<file path="src/hw/cgl_pkg.sv">
// Constants, types and field layouts of the configuration and drive-rate glue.
package cgl_pkg;

  // Host I/O port addresses.
  localparam logic [15:0] CFG_PORT_ADDR = 16'h03F0;
  localparam logic [15:0] DATA_PORT_ADDR = 16'h03F1;
  localparam logic [15:0] SHARED_ADDR = 16'h03F7;

  // Key, exit and reset filter values; the key byte is arbitrary.
  localparam logic [7:0] KEY_BYTE = 8'h55;
  localparam logic [3:0] KEY_LEN = 4'h2;
  localparam logic [7:0] EXIT_BYTE = 8'hAA;
  localparam logic [7:0] RESET_FILT_CYCLES = 8'h08;

  // Configuration register indices.
  localparam logic [7:0] IDX_LDN = 8'h07;
  localparam logic [7:0] IDX_ACT = 8'h30;
  localparam logic [7:0] IDX_BASE_HI = 8'h60;
  localparam logic [7:0] IDX_BASE_LO = 8'h61;
  localparam logic [7:0] IDX_IRQ = 8'h70;
  localparam logic [7:0] IDX_DMA = 8'h74;
  localparam logic [7:0] IDX_FDC_OPT = 8'hF0;
  localparam logic [7:0] IDX_DRIVE0_RATE_TYPE_CFG = 8'hF4;
  localparam logic [7:0] IDX_DRIVE1_RATE_TYPE_CFG = 8'hF5;

  // Logical device numbers.
  localparam logic [7:0] LDN_FDC = 8'h00;
  localparam logic [7:0] LDN_LPT = 8'h03;
  localparam logic [7:0] LDN_UART1 = 8'h04;
  localparam logic [7:0] LDN_UART2 = 8'h05;

  // Drive and FDC option register field positions.
  localparam int DRV_PRECOMP_BIT = 6;
  localparam int DRV_TABLE_HI_BIT = 4;
  localparam int DRV_TABLE_LO_BIT = 3;
  localparam int DRV_TYPE_A_BIT = 1;
  localparam int DRV_TYPE_B_BIT = 0;
  localparam int FDC_OPT_BURST_BIT = 1;

  // Reset values.
  localparam logic [3:0] IRQ_RESET = 4'h0;
  localparam logic [2:0] DMA_NONE = 3'h4;
  localparam logic [15:0] BASE_RESET = 16'h0000;
  localparam logic BURST_RESET = 1'b0;

  // Shared-address read drive masks.
  localparam logic [7:0] MASK_AT = 8'h80;
  localparam logic [7:0] MASK_ALL = 8'hFF;
  localparam logic [7:0] MASK_NONE = 8'h00;

  typedef enum logic [0:0] {
    CGL_RUN = 1'b0,
    CGL_CFG = 1'b1
  } cgl_cfg_state_t;

  typedef enum logic [1:0] {
    CGL_FDC_AT = 2'b00,
    CGL_FDC_PS = 2'b01,
    CGL_FDC_M30 = 2'b10
  } cgl_fdc_mode_t;

  typedef enum logic [2:0] {
    CGL_RATE_1M = 3'b000,
    CGL_RATE_500 = 3'b001,
    CGL_RATE_300 = 3'b010,
    CGL_RATE_250 = 3'b011,
    CGL_RATE_2M = 3'b100
  } cgl_rate_t;

  typedef struct packed {
    logic act;
    logic [15:0] base;
    logic [3:0] irq;
    logic [2:0] dma;
  } cgl_ld_cfg_t;

  typedef struct packed {
    logic precomp_disable;
    logic rate_table_sel_hi;
    logic rate_table_sel_lo;
    logic drive_type_sel_a;
    logic drive_type_sel_b;
  } cgl_drive_cfg_t;

  typedef struct packed {
    logic precomp_disable;
    logic density_level;
    logic rate_code_hi;
    logic rate_code_lo;
    logic drive_density_pin_a;
    logic drive_density_pin_b;
    cgl_rate_t rate;
  } cgl_drive_out_t;

  typedef struct packed {
    cgl_cfg_state_t st;
    logic [3:0] key_cnt;
    logic [7:0] idx;
    logic [7:0] ldn;
    cgl_ld_cfg_t [3:0] ld;
    cgl_drive_cfg_t [1:0] drv;
    logic burst_en;
    logic [7:0] rdata;
    logic rdata_oe_n;
    logic [7:0] echo;
    cgl_drive_out_t dout;
  } cgl_state_t;

endpackage

</file>
<file path="src/hw/cgl_reset_filter.sv">
// Synchroniser and qualification counter for the active-high system reset.
`timescale 1ns/1ps
`default_nettype none
module cgl_reset_filter (
  // Clock and reset
  input wire logic clk_sys,
  input wire logic rstn,
  // Raw and filtered reset
  input wire logic system_reset_in,
  output logic reset_filt
);

  typedef struct packed {
    logic s1;
    logic s2;
    logic [7:0] cnt;
    logic filt;
  } cgl_filt_state_t;

  cgl_filt_state_t st_r;
  cgl_filt_state_t st_nxt;

  // A pulse shorter than the qualification window never reaches the core.
  always_comb begin
    st_nxt = st_r;
    st_nxt.s1 = system_reset_in;
    st_nxt.s2 = st_r.s1;
    if (!st_r.s2) begin
      st_nxt.cnt = 8'h00;
      st_nxt.filt = 1'b0;
    end else if (st_r.cnt >= cgl_pkg::RESET_FILT_CYCLES - 8'h01) begin
      st_nxt.filt = 1'b1;
    end else begin
      st_nxt.cnt = st_r.cnt + 8'h01;
    end
  end

  always_ff @(posedge clk_sys or negedge rstn) begin
    if (!rstn) begin
      st_r <= '0;
    end else begin
      st_r <= st_nxt;
    end
  end

  assign reset_filt = st_r.filt;

endmodule
`default_nettype wire

</file>
<file path="src/hw/cgl_top.sv">
// Configuration state machine, drive-rate mapping and IRQ/DMA gating glue.
`timescale 1ns/1ps
`default_nettype none
module cgl_top (
  // Clock and reset
  input wire logic clk_sys,
  input wire logic rstn,
  input wire logic system_reset_in,
  // Host I/O port access
  input wire logic [15:0] io_addr,
  input wire logic io_wr,
  input wire logic io_rd,
  input wire logic [7:0] io_wdata,
  output logic [7:0] io_rdata,
  output logic io_rdata_oe_n,
  // Shared address arbitration
  input wire logic [1:0] fdc_mode,
  output logic [7:0] fdc_shared_rd_mask,
  output logic ide_decode_allow,
  // Floppy drive rate
  input wire logic drive_sel,
  input wire logic [1:0] rate_sel,
  output logic precomp_disable,
  output logic density_level,
  output logic rate_code_hi,
  output logic rate_code_lo,
  output logic drive_density_pin_a,
  output logic drive_density_pin_b,
  output logic [2:0] fdc_data_rate,
  output logic fdc_dma_burst_en,
  // Floppy IRQ and DMA
  input wire logic fdc_irq_req,
  input wire logic fdc_dreq,
  input wire logic floppy_dma_gate,
  input wire logic fdc_powerdown,
  input wire logic fdc_dack_n_in,
  output logic fdc_irq_out,
  output logic fdc_irq_oe_n,
  output logic fdc_drq_out,
  output logic fdc_drq_oe_n,
  output logic fdc_dack_n_gated,
  // Serial port interrupts
  input wire logic [1:0] uart_irq_req,
  input wire logic [1:0] uart_irq_gate,
  output logic [1:0] uart_irq_out,
  output logic [1:0] uart_irq_oe_n,
  // Parallel port
  input wire logic lpt_irq_req,
  input wire logic lpt_irq_enable,
  input wire logic lpt_ecp_active,
  input wire logic [2:0] lpt_ecr_mode,
  input wire logic lpt_transfer_request,
  input wire logic ecp_transfer_req_enable,
  input wire logic lpt_dack_n_in,
  output logic lpt_irq_out,
  output logic lpt_irq_oe_n,
  output logic lpt_drq_out,
  output logic lpt_drq_oe_n,
  output logic lpt_dack_n_gated,
  output logic [7:0] lpt_resource_echo,
  // Status
  output logic cfg_mode
);

  localparam logic [1:0] SLOT_FDC = 2'd0;
  localparam logic [1:0] SLOT_UART1 = 2'd1;
  localparam logic [1:0] SLOT_UART2 = 2'd2;
  localparam logic [1:0] SLOT_LPT = 2'd3;

  cgl_pkg::cgl_state_t st_r;
  cgl_pkg::cgl_state_t st_nxt;
  logic reset_filt;

  cgl_reset_filter u_filt (
    .clk_sys(clk_sys),
    .rstn(rstn),
    .system_reset_in(system_reset_in),
    .reset_filt(reset_filt)
  );

  // Maps a logical device number onto a configuration slot.
  function automatic logic [2:0] ld_slot(input logic [7:0] ldn);
    case (ldn)
      cgl_pkg::LDN_FDC: ld_slot = {1'b1, SLOT_FDC};
      cgl_pkg::LDN_UART1: ld_slot = {1'b1, SLOT_UART1};
      cgl_pkg::LDN_UART2: ld_slot = {1'b1, SLOT_UART2};
      cgl_pkg::LDN_LPT: ld_slot = {1'b1, SLOT_LPT};
      default: ld_slot = 3'h0;
    endcase
  endfunction

  function automatic logic [2:0] irq_code(input logic [3:0] irq);
    case (irq)
      4'hF: irq_code = 3'h6;
      4'hE: irq_code = 3'h5;
      4'hB: irq_code = 3'h4;
      4'hA: irq_code = 3'h3;
      4'h9: irq_code = 3'h2;
      4'h7: irq_code = 3'h1;
      4'h5: irq_code = 3'h7;
      default: irq_code = 3'h0;
    endcase
  endfunction

  function automatic logic [2:0] dma_code(input logic [2:0] dma);
    case (dma)
      3'h3: dma_code = 3'h3;
      3'h2: dma_code = 3'h2;
      3'h1: dma_code = 3'h1;
      default: dma_code = 3'h0;
    endcase
  endfunction

  // A device takes part only when active and given a nonzero base.
  function automatic logic ld_live(input cgl_pkg::cgl_ld_cfg_t c);
    ld_live = c.act && (c.base != cgl_pkg::BASE_RESET);
  endfunction

  function automatic cgl_pkg::cgl_drive_cfg_t drv_from_byte(input logic [7:0] b);
    drv_from_byte.precomp_disable = b[cgl_pkg::DRV_PRECOMP_BIT];
    drv_from_byte.rate_table_sel_hi = b[cgl_pkg::DRV_TABLE_HI_BIT];
    drv_from_byte.rate_table_sel_lo = b[cgl_pkg::DRV_TABLE_LO_BIT];
    drv_from_byte.drive_type_sel_a = b[cgl_pkg::DRV_TYPE_A_BIT];
    drv_from_byte.drive_type_sel_b = b[cgl_pkg::DRV_TYPE_B_BIT];
  endfunction

  function automatic logic [7:0] drv_to_byte(input cgl_pkg::cgl_drive_cfg_t d);
    drv_to_byte = 8'h00;
    drv_to_byte[cgl_pkg::DRV_PRECOMP_BIT] = d.precomp_disable;
    drv_to_byte[cgl_pkg::DRV_TABLE_HI_BIT] = d.rate_table_sel_hi;
    drv_to_byte[cgl_pkg::DRV_TABLE_LO_BIT] = d.rate_table_sel_lo;
    drv_to_byte[cgl_pkg::DRV_TYPE_A_BIT] = d.drive_type_sel_a;
    drv_to_byte[cgl_pkg::DRV_TYPE_B_BIT] = d.drive_type_sel_b;
  endfunction

  function automatic cgl_pkg::cgl_state_t reset_state();
    reset_state = '0;
    reset_state.st = cgl_pkg::CGL_RUN;
    reset_state.rdata_oe_n = 1'b1;
    reset_state.burst_en = cgl_pkg::BURST_RESET;
    for (int i = 0; i < 4; i++) begin
      reset_state.ld[i].act = 1'b0;
      reset_state.ld[i].base = cgl_pkg::BASE_RESET;
      reset_state.ld[i].irq = cgl_pkg::IRQ_RESET;
      reset_state.ld[i].dma = cgl_pkg::DMA_NONE;
    end
  endfunction

  function automatic logic [7:0] read_reg(input cgl_pkg::cgl_state_t s);
    logic [2:0] sl;
    sl = ld_slot(s.ldn);
    read_reg = 8'h00;
    case (s.idx)
      cgl_pkg::IDX_LDN: read_reg = s.ldn;
      cgl_pkg::IDX_DRIVE0_RATE_TYPE_CFG: read_reg = (s.ldn == cgl_pkg::LDN_FDC) ? drv_to_byte(s.drv[0]) : 8'h00;
      cgl_pkg::IDX_DRIVE1_RATE_TYPE_CFG: read_reg = (s.ldn == cgl_pkg::LDN_FDC) ? drv_to_byte(s.drv[1]) : 8'h00;
      cgl_pkg::IDX_FDC_OPT: begin
        if (s.ldn == cgl_pkg::LDN_FDC) begin
          read_reg[cgl_pkg::FDC_OPT_BURST_BIT] = s.burst_en;
        end
      end
      cgl_pkg::IDX_ACT: read_reg = sl[2] ? {7'h00, s.ld[sl[1:0]].act} : 8'h00;
      cgl_pkg::IDX_BASE_HI: read_reg = sl[2] ? s.ld[sl[1:0]].base[15:8] : 8'h00;
      cgl_pkg::IDX_BASE_LO: read_reg = sl[2] ? s.ld[sl[1:0]].base[7:0] : 8'h00;
      cgl_pkg::IDX_IRQ: read_reg = sl[2] ? {4'h0, s.ld[sl[1:0]].irq} : 8'h00;
      cgl_pkg::IDX_DMA: read_reg = sl[2] ? {5'h00, s.ld[sl[1:0]].dma} : 8'h00;
      default: read_reg = 8'h00;
    endcase
  endfunction

  // Applies the rate table to the given drive's settings and routes the density pins.
  function automatic cgl_pkg::cgl_drive_out_t drive_map(input cgl_pkg::cgl_drive_cfg_t d, input logic [1:0] rs);
    logic dens;
    logic [1:0] tbl;
    dens = (rs == 2'b11) || (rs == 2'b00);
    tbl = {d.rate_table_sel_hi, d.rate_table_sel_lo};
    drive_map.precomp_disable = d.precomp_disable;
    drive_map.density_level = dens;
    drive_map.rate_code_hi = rs[1];
    drive_map.rate_code_lo = rs[0];
    case (rs)
      2'b11: drive_map.rate = cgl_pkg::CGL_RATE_1M;
      2'b00: drive_map.rate = cgl_pkg::CGL_RATE_500;
      2'b10: drive_map.rate = cgl_pkg::CGL_RATE_250;
      default: begin
        // Table 11 is undefined and behaves as the regular table.
        case (tbl)
          2'b01: drive_map.rate = cgl_pkg::CGL_RATE_500;
          2'b10: drive_map.rate = cgl_pkg::CGL_RATE_2M;
          default: drive_map.rate = cgl_pkg::CGL_RATE_300;
        endcase
      end
    endcase
    case ({d.drive_type_sel_a, d.drive_type_sel_b})
      2'b00: begin
        drive_map.drive_density_pin_a = dens;
        drive_map.drive_density_pin_b = rs[0];
      end
      2'b01: begin
        drive_map.drive_density_pin_a = rs[1];
        drive_map.drive_density_pin_b = rs[0];
      end
      2'b10: begin
        drive_map.drive_density_pin_a = ~dens;
        drive_map.drive_density_pin_b = rs[0];
      end
      default: begin
        drive_map.drive_density_pin_a = rs[0];
        drive_map.drive_density_pin_b = rs[1];
      end
    endcase
  endfunction

  always_comb begin
    logic [2:0] sl;
    logic cfg_wr;
    logic data_wr;
    sl = ld_slot(st_r.ldn);
    cfg_wr = io_wr && (io_addr == cgl_pkg::CFG_PORT_ADDR);
    data_wr = io_wr && (io_addr == cgl_pkg::DATA_PORT_ADDR);
    st_nxt = st_r;
    st_nxt.rdata_oe_n = 1'b1;
    st_nxt.rdata = 8'h00;
    case (st_r.st)
      cgl_pkg::CGL_RUN: begin
        if (cfg_wr) begin
          if (io_wdata != cgl_pkg::KEY_BYTE) begin
            st_nxt.key_cnt = 4'h0;
          end else if (st_r.key_cnt == cgl_pkg::KEY_LEN - 4'h1) begin
            st_nxt.key_cnt = 4'h0;
            st_nxt.st = cgl_pkg::CGL_CFG;
          end else begin
            st_nxt.key_cnt = st_r.key_cnt + 4'h1;
          end
        end
      end
      cgl_pkg::CGL_CFG: begin
        if (cfg_wr) begin
          if (io_wdata == cgl_pkg::EXIT_BYTE) begin
            st_nxt.st = cgl_pkg::CGL_RUN;
          end else begin
            st_nxt.idx = io_wdata;
          end
        end else if (data_wr) begin
          case (st_r.idx)
            cgl_pkg::IDX_LDN: st_nxt.ldn = io_wdata;
            cgl_pkg::IDX_DRIVE0_RATE_TYPE_CFG: begin
              if (st_r.ldn == cgl_pkg::LDN_FDC) begin
                st_nxt.drv[0] = drv_from_byte(io_wdata);
              end
            end
            cgl_pkg::IDX_DRIVE1_RATE_TYPE_CFG: begin
              if (st_r.ldn == cgl_pkg::LDN_FDC) begin
                st_nxt.drv[1] = drv_from_byte(io_wdata);
              end
            end
            cgl_pkg::IDX_FDC_OPT: begin
              if (st_r.ldn == cgl_pkg::LDN_FDC) begin
                st_nxt.burst_en = io_wdata[cgl_pkg::FDC_OPT_BURST_BIT];
              end
            end
            cgl_pkg::IDX_ACT: if (sl[2]) st_nxt.ld[sl[1:0]].act = io_wdata[0];
            cgl_pkg::IDX_BASE_HI: if (sl[2]) st_nxt.ld[sl[1:0]].base[15:8] = io_wdata;
            cgl_pkg::IDX_BASE_LO: if (sl[2]) st_nxt.ld[sl[1:0]].base[7:0] = io_wdata;
            cgl_pkg::IDX_IRQ: if (sl[2]) st_nxt.ld[sl[1:0]].irq = io_wdata[3:0];
            cgl_pkg::IDX_DMA: if (sl[2]) st_nxt.ld[sl[1:0]].dma = io_wdata[2:0];
            default: st_nxt.idx = st_r.idx;
          endcase
        end else if (io_rd && (io_addr == cgl_pkg::CFG_PORT_ADDR)) begin
          st_nxt.rdata = st_r.idx;
          st_nxt.rdata_oe_n = 1'b0;
        end else if (io_rd && (io_addr == cgl_pkg::DATA_PORT_ADDR)) begin
          st_nxt.rdata = read_reg(st_r);
          st_nxt.rdata_oe_n = 1'b0;
        end
      end
      default: st_nxt.st = cgl_pkg::CGL_RUN;
    endcase
    st_nxt.echo = {2'b00, irq_code(st_r.ld[SLOT_LPT].irq), dma_code(st_r.ld[SLOT_LPT].dma)};
    st_nxt.dout = drive_map(st_r.drv[drive_sel], rate_sel);
    if (reset_filt) begin
      st_nxt = reset_state();
    end
  end

  always_ff @(posedge clk_sys or negedge rstn) begin
    if (!rstn) begin
      st_r <= '0;
      st_r.rdata_oe_n <= 1'b1;
      st_r.ld[0].dma <= cgl_pkg::DMA_NONE;
      st_r.ld[1].dma <= cgl_pkg::DMA_NONE;
      st_r.ld[2].dma <= cgl_pkg::DMA_NONE;
      st_r.ld[3].dma <= cgl_pkg::DMA_NONE;
    end else begin
      st_r <= st_nxt;
    end
  end

  assign io_rdata = st_r.rdata;
  assign io_rdata_oe_n = st_r.rdata_oe_n;
  assign cfg_mode = (st_r.st == cgl_pkg::CGL_CFG);
  assign lpt_resource_echo = st_r.echo;
  assign fdc_dma_burst_en = st_r.burst_en;
  assign precomp_disable = st_r.dout.precomp_disable;
  assign density_level = st_r.dout.density_level;
  assign rate_code_hi = st_r.dout.rate_code_hi;
  assign rate_code_lo = st_r.dout.rate_code_lo;
  assign drive_density_pin_a = st_r.dout.drive_density_pin_a;
  assign drive_density_pin_b = st_r.dout.drive_density_pin_b;
  assign fdc_data_rate = st_r.dout.rate;

  // The floppy answers the shared address alone; IDE never decodes it.
  assign ide_decode_allow = (io_addr != cgl_pkg::SHARED_ADDR);
  always_comb begin
    fdc_shared_rd_mask = cgl_pkg::MASK_NONE;
    if (io_rd && (io_addr == cgl_pkg::SHARED_ADDR) && ld_live(st_r.ld[SLOT_FDC])) begin
      fdc_shared_rd_mask = (fdc_mode == cgl_pkg::CGL_FDC_AT) ? cgl_pkg::MASK_AT : cgl_pkg::MASK_ALL;
    end
  end

  // Gating is combinational so a disable floats the pin in the same cycle.
  logic fdc_en;
  logic lpt_irq_on;
  logic lpt_drq_on;
  assign fdc_en = ld_live(st_r.ld[SLOT_FDC]) && floppy_dma_gate && !fdc_powerdown;
  assign fdc_irq_out = fdc_irq_req;
  assign fdc_irq_oe_n = !fdc_en;
  assign fdc_drq_out = fdc_dreq && fdc_en;
  assign fdc_drq_oe_n = !fdc_en;
  assign fdc_dack_n_gated = fdc_dack_n_in || !fdc_en;

  assign uart_irq_out = uart_irq_req;
  assign uart_irq_oe_n[0] = !(ld_live(st_r.ld[SLOT_UART1]) && uart_irq_gate[0]);
  assign uart_irq_oe_n[1] = !(ld_live(st_r.ld[SLOT_UART2]) && uart_irq_gate[1]);

  always_comb begin
    lpt_irq_on = lpt_irq_enable;
    lpt_drq_on = 1'b0;
    if (lpt_ecp_active) begin
      lpt_drq_on = ecp_transfer_req_enable;
      case (lpt_ecr_mode)
        3'b010, 3'b011, 3'b110: lpt_irq_on = 1'b1;
        default: lpt_irq_on = lpt_irq_enable;
      endcase
    end
    lpt_irq_on = lpt_irq_on && ld_live(st_r.ld[SLOT_LPT]);
    lpt_drq_on = lpt_drq_on && ld_live(st_r.ld[SLOT_LPT]);
  end
  assign lpt_irq_out = lpt_irq_req;
  assign lpt_irq_oe_n = !lpt_irq_on;
  assign lpt_drq_out = lpt_transfer_request && lpt_drq_on;
  assign lpt_drq_oe_n = !lpt_drq_on;
  assign lpt_dack_n_gated = lpt_dack_n_in || !lpt_drq_on;

endmodule
`default_nettype wire

</file>
<file path="config.mk">
export PLATFORM = sky130hd
export DESIGN_NAME = cgl_top
export DESIGN_NICKNAME = d
export VERILOG_FILES = /design/src/hw/cgl_pkg.sv /design/src/hw/cgl_reset_filter.sv /design/src/hw/cgl_top.sv
export SDC_FILE = /design/constraint.sdc
export NUM_CORES = 1
export LEC_CHECK = 0
export ABC_CLOCK_PERIOD_IN_PS = 3500
export BUFFER_PORTS_ARGS = -buffer_cell sky130_fd_sc_hd__buf_4
export CAP_MARGIN = 30
export CORE_UTILIZATION = 55
export CTS_CLUSTER_SIZE = 40
export DETAILED_ROUTE_END_ITERATION = 16
export GPL_TIMING_DRIVEN = 1
export PLACE_DENSITY = 0.88
export SLEW_MARGIN = 40
export SYNTH_ARGS = -nofsm -noshare
export SYNTH_HDL_FRONTEND = slang
export SYNTH_SLANG_ARGS = --single-unit
</file>
<file path="constraint.sdc">
create_clock -name clk_sys -period 3.5 [get_ports clk_sys]
set_clock_uncertainty 0.2 [all_clocks]
set_input_delay 0.175 -clock clk_sys [delete_from_list [all_inputs] [get_ports clk_sys]]
set_output_delay 0.175 -clock clk_sys [all_outputs]
set_load 0.01 [all_outputs]
</file>
After elaboration in Yosys (flattened, before gate mapping) --
Cells that the tools add are included.
Word-level totals: register bits 165, input bits 52, word-level logic and storage cells 234
Cells by class: add/sub/neg operators 2, $lt $le $gt $ge 5, eq/ne operators 48, multiplexer cells 79, bitwise gates (word level) 2, reductions and logical operators 53
Operators with widths (count):
- $bwmux 96 | 5
- $mux 96 | 5
- $pmux 96 s5 | 1
- $demux 24 s2 | 5
- $mux 154 | 1
- $mux 132 | 1
- $mux 124 | 1
- $mux 115 | 1
- $reduce_bool 16->1 | 4
- $mux 8 | 7
- $bmux 24 s2 | 1
- $eq 16x10->1 const B | 3
- $mux 24 | 2
- $pmux 6 s8 | 1
- $mux 9 | 4
- $eq 8x7->1 const B | 4
- $eq 8x8->1 const B | 4
- $mux 5 | 6
- $mux 7 | 4
- $eq 8x3->1 const B | 3
- $mux 23 | 1
- $mux 3 | 7
- $pmux 3 s7 | 1
- $eq 4x4->1 const B | 5
- 44 further kinds | 112

Logic depth before layout (Yosys ltp) --
depth in word-level cells 17, mapped depth 10, depth with buffers taken out 7

Hierarchy --
Synthesis repeated with hierarchy kept, for this count alone.
Unflattened totals: cells, all modules 988, area, all modules 9436.6 sq um
By module, submodules not included:
- cgl_top | instances 1, cells an instance 955, area an instance 9023.7 sq um
- cgl_reset_filter | instances 1, cells an instance 33, area an instance 412.9 sq um

Least setup slack after synthesis --
Ideal clock, no wire load.
kind register to register, from reg st_r[138] (netlist bit), to reg st_r[47] (netlist bit), arrival time 2402 ps, required time 3220 ps, slack 818 ps, stages on the path, launching flop included 10, path through dfrtp_1 -> or4_1 -> clkbuf_1 -> a211oi_1 -> buf_2 -> buf_2 -> buf_2 -> a21oi_1 -> o21ai_2 -> o2bb2ai_1
Between the ends: cells in the longest elaborated chain, start to end 13, elaborated cells on any way between the ends 35, classes of those cells 2 x order compare; 8 x eq/ne; 22 x mux; 3 x reduce/logical
Ends and longest elaborated chain:
- from (decl) | line cgl_top.sv:70 | cgl_pkg::cgl_state_t st_r;
- from (signal assigned) | line cgl_top.sv:295 | st_r <= st_nxt;
- $eq 8x2->1 (tied with other cells) | line cgl_top.sv:83 | case (ldn)
- $pmux 3 s4 * | line cgl_top.sv:83
- $lt 2x3->1 (not written as such) or $ge 2x1->1 (tied branches) | line cgl_top.sv:264 | cgl_pkg::IDX_BASE_LO: if (sl[2]) st_nxt.ld[sl[1:0]].base[7:0] = io_wdata;
- $logic_and 1x1->1 (not written as such) | line cgl_top.sv:264
- $mux 15 (not written as such) | line cgl_top.sv:264
- $demux 24 s2 | line cgl_top.sv:264
- $bwmux 96 | line cgl_top.sv:264
- $mux 96 | line cgl_top.sv:264
- $pmux 96 s5 | line cgl_top.sv:245 | case (st_r.idx)
- $mux 115 | line cgl_top.sv:244 | end else if (data_wr) begin
- $mux 124 | line cgl_top.sv:238 | if (cfg_wr) begin
- $mux 132 | line cgl_top.sv:224 | case (st_r.st)
- $mux 154 | line cgl_top.sv:281 | if (reset_filt) begin
Every way passes the cells marked *; elsewhere a longest branch is shown, timed or not. The select of a mux whose other input is x is not followed. A chain may end at the register's enable or synchronous reset.

==> impl_metrics.csv <==
group,metric,value,unit
cts,cts.sinks,162,
power,p_per_area,398,nW/um^2
synth,synth_cell_type_count,72,
power,total_power,0.00401,W
floorplanning,io-pin-count,103,
floorplanning,rows,45,
timing,fin_setup_tns,0,ps
timing,drv_slew,0,
synth,netlist_instances,862,
power,clkPwrFrac,0.486,
timing,maxSlewHeadroom,0.458,
detailed_routing,dr.pass1.iters,8,
synth,avgSynthCellArea,9.89,sq um
layout,syn_to_final_growth,18.3,%
global_route,grt_pass1_wl,42600,microns
detailed_routing,finalWirelength,27100,microns
setup_path,cp_max_fo,15,
place,place_congestion,1.01,
setup_path,endpoint_kind,"flip-flop",
synth,ys_seq_area_frac,0.476,
place,port_buffers,91,
detailed_routing,vias,7976,
detailed_routing,drc_errors,0,
detailed_routing,via_per_inst,6.97,
detailed_routing,routedWlPerCell,23.7,microns
power,power_frac_comb,0.043,
cts,cts.clk_slew.worst_paths,70,ps
synth,yosysTopAreaCellShare,0.461,
cts,post-cts-setup-buffer-count,0,
floorplanning,start_util,0.563,
timing,fmax,314,MHz
timing,setup_ws,319,ps
run_status,status,"finished, final reports clean",
setup_path,critPathLaunchType,"flip-flop",
synth,yosys-top-cells-area,"dfrtp_1 (46%), o2bb2ai_1 (7.7%), o21ai_0 (4.1%), nand2_1 (3.3%), mux2_2 (3.0%)",
power,swShare,0.213,
detailed_routing,drt-initial-drc-count,1201,
timing,setup_viol,0,
layout,antenna_cells,0,
setup_path,arrival,3290,ps
synth,synth_flop_cell,"dfrtp_1",
synth,synth-seq-cells,162,
layout,num-nets-final,1004,
timing,rsz0062_at_grt,"false",
floorplanning,die_h,126,microns
timing,worstMarginPinSlew,809,ps
global_route,grt_start_max_net_pins,70,
run,maxCapViolCount,0,
setup_path,crit_type,"flip-flop to flip-flop",
cts,cts_tree,"yes",
cts,h-tree-depth,4,
place,place_hpwl,18700,microns
power,p_sw,0.000855,W
setup_path,worstPathRequired,3610,ps
synth,post-synth-top-count-cell,"dfrtp_1",
synth,netlist_top_cells_count,"dfrtp_1 (157), o2bb2ai_1 (75), nand2_1 (74)",
layout,drive_gt1_frac,0.209,
layout,fillerInstances,1137,
power,p_leak,4.33,nW
place,place_ws,414,ps
power,p_int,0.00315,W
floorplanning,die_w,126,microns
cts,numCtsBuffers,17,
global_route,antenna_found_initial,0,
layout,post-route-util,0.665,
cts,clock_path_buffers,2,
global_route,overflow,0,
floorplanning,core_area,15100,sq um
cts,ctsRootBufferMaster,"clkbuf_16",
power,ir_drop,409,uV
synth,yosysTopAreaCell,"dfrtp_1",
hold_path,hp-class,"input port to flip-flop",
synth,synthArstFlopShare,1.00,
power,p_seq_frac,0.472,
detailed_routing,ant_nets,0,
timing,timing.final.crit_share,0.909,
global_route,globalRouteTotalUtil,0.353,
global_route,first_global_vias,7655,
synth,synth_area,8520,sq um
cts,clk_latency,440,ps
synth,synth_edf_count,0,
floorplanning,die_area,16000,sq um
timing,hold_viol,0,
synth,yosysWarnings,0,
timing,finalCriticalPeriod,3180,ps
-- area by class of cell --
| cell class | count | area (sq um) | share of cell area |
|---|---|---|---|
| clock buffers | 23 | 488 | 0.0484 |
| clock inverters | 9 | 128 | 0.0127 |
| inverters | 18 | 67.6 | 0.00670 |
| multi-input cells | 609 | 4010 | 0.398 |
| flip-flops and latches | 162 | 4060 | 0.403 |
| well taps | 188 | 235 | 0.0233 |
| repair buffers | 136 | 1090 | 0.108 |
-- critical path, cell delays in order, from the launching register on --
cell and delay (ps):
dfrtp_1 420, or4_1 680, or3_1 640, o22ai_1 250, nor3_1 90, a2111oi_0 470, a31o_2 240, a211oi_1 70
-- worst paths after layout --
path | from | endpoint | slack [ps] | depth (start not counted)
setup / recovery | st_r[138] | io_rdata[0] | 320 | 7
hold / removal | io_addr[2] | cfg_mode | 60 | 5
setup reg to reg | st_r[138] | io_rdata[0] | 320 | 7
hold reg to reg | u_filt.st_nxt[9] | u_filt.st_r[9] | 150 | 0
max in group asynchronous | rstn | st_r[100] | 2080 | 4
min in group asynchronous | rstn | density_level | 100 | 2
-- registers in the layout, summed over array words and instances (netlist names), 3 cells and up --
name,count
u_filt.st_r,9
st_r,126
lpt_resource_echo,5
io_rdata,8
fdc_data_rate,3
-- cell usage in the layout (no fill, tap or decap), drive strengths merged, types with 16 or more instances in the layout --
| cell type | instances |
|---|---|
| dfrtp | 157 |
| buf | 120 |
| o21ai | 84 |
| o2bb2ai | 75 |
| nand2 | 74 |
| a21oi | 51 |
| nor2 | 43 |
| nor4 | 25 |
| nand3 | 24 |
| mux2 | 23 |
| clkbuf | 23 |
| inv | 17 |
| mux2i | 16 |
| dlygate4sd3 | 16 |
-- through the flow --
| step | hold slack, ps | area (sq um) | instances |
|---|---|---|---|
| final | 61.6 | 10100 | 1145 |
| after global placement | -3.90 | 9300 | 1097 |
| after global routing | 81.0 | 10100 | 1145 |
| after detailed placement | 0.398 | 9300 | 1097 |
| after CTS | 28.4 | 10100 | 1145 |
| after floorplan | -321 | 8530 | 864 |
-- per-layer routing --
metal | vias up | wire length, microns | global-route usage
met1 | 3840 | 10200 | 0.441
met2 | 615 | 12500 | 0.543
met4 | 0 | 1250 | 0.196
met3 | 131 | 3190 | 0.114
li1 | 3390 | - | -
met5 | - | 0 | 0
-- cells by family after synthesis --
family | after synthesis | share of synthesized area
simple gates | 260 | 0.167
compound gates | 296 | 0.237
other cells | 1 | 0.000440
flops | 162 | 0.476
mux | 39 | 0.0492
buf+inv | 93 | 0.0549
fa+ha+maj | 8 | 0.0117
xor+xnor | 3 | 0.00308
-- power groups by stage --
stage               clock (W)  sequential, W  combinational, W
floorplan                   0        0.00193         0.0000523
global placement            0        0.00193          0.000152
detailed placement          0        0.00193          0.000156
CTS                   0.00196        0.00189          0.000172
global route          0.00205        0.00189          0.000187
finish                0.00195        0.00189          0.000171
-- timing repair --
item / in CTS / in global routing
hold endpoints to repair: 93 / 0
hold buffers: 16 / 0
resized for setup: 0 / 0
(Power assumes the default switching activity.)
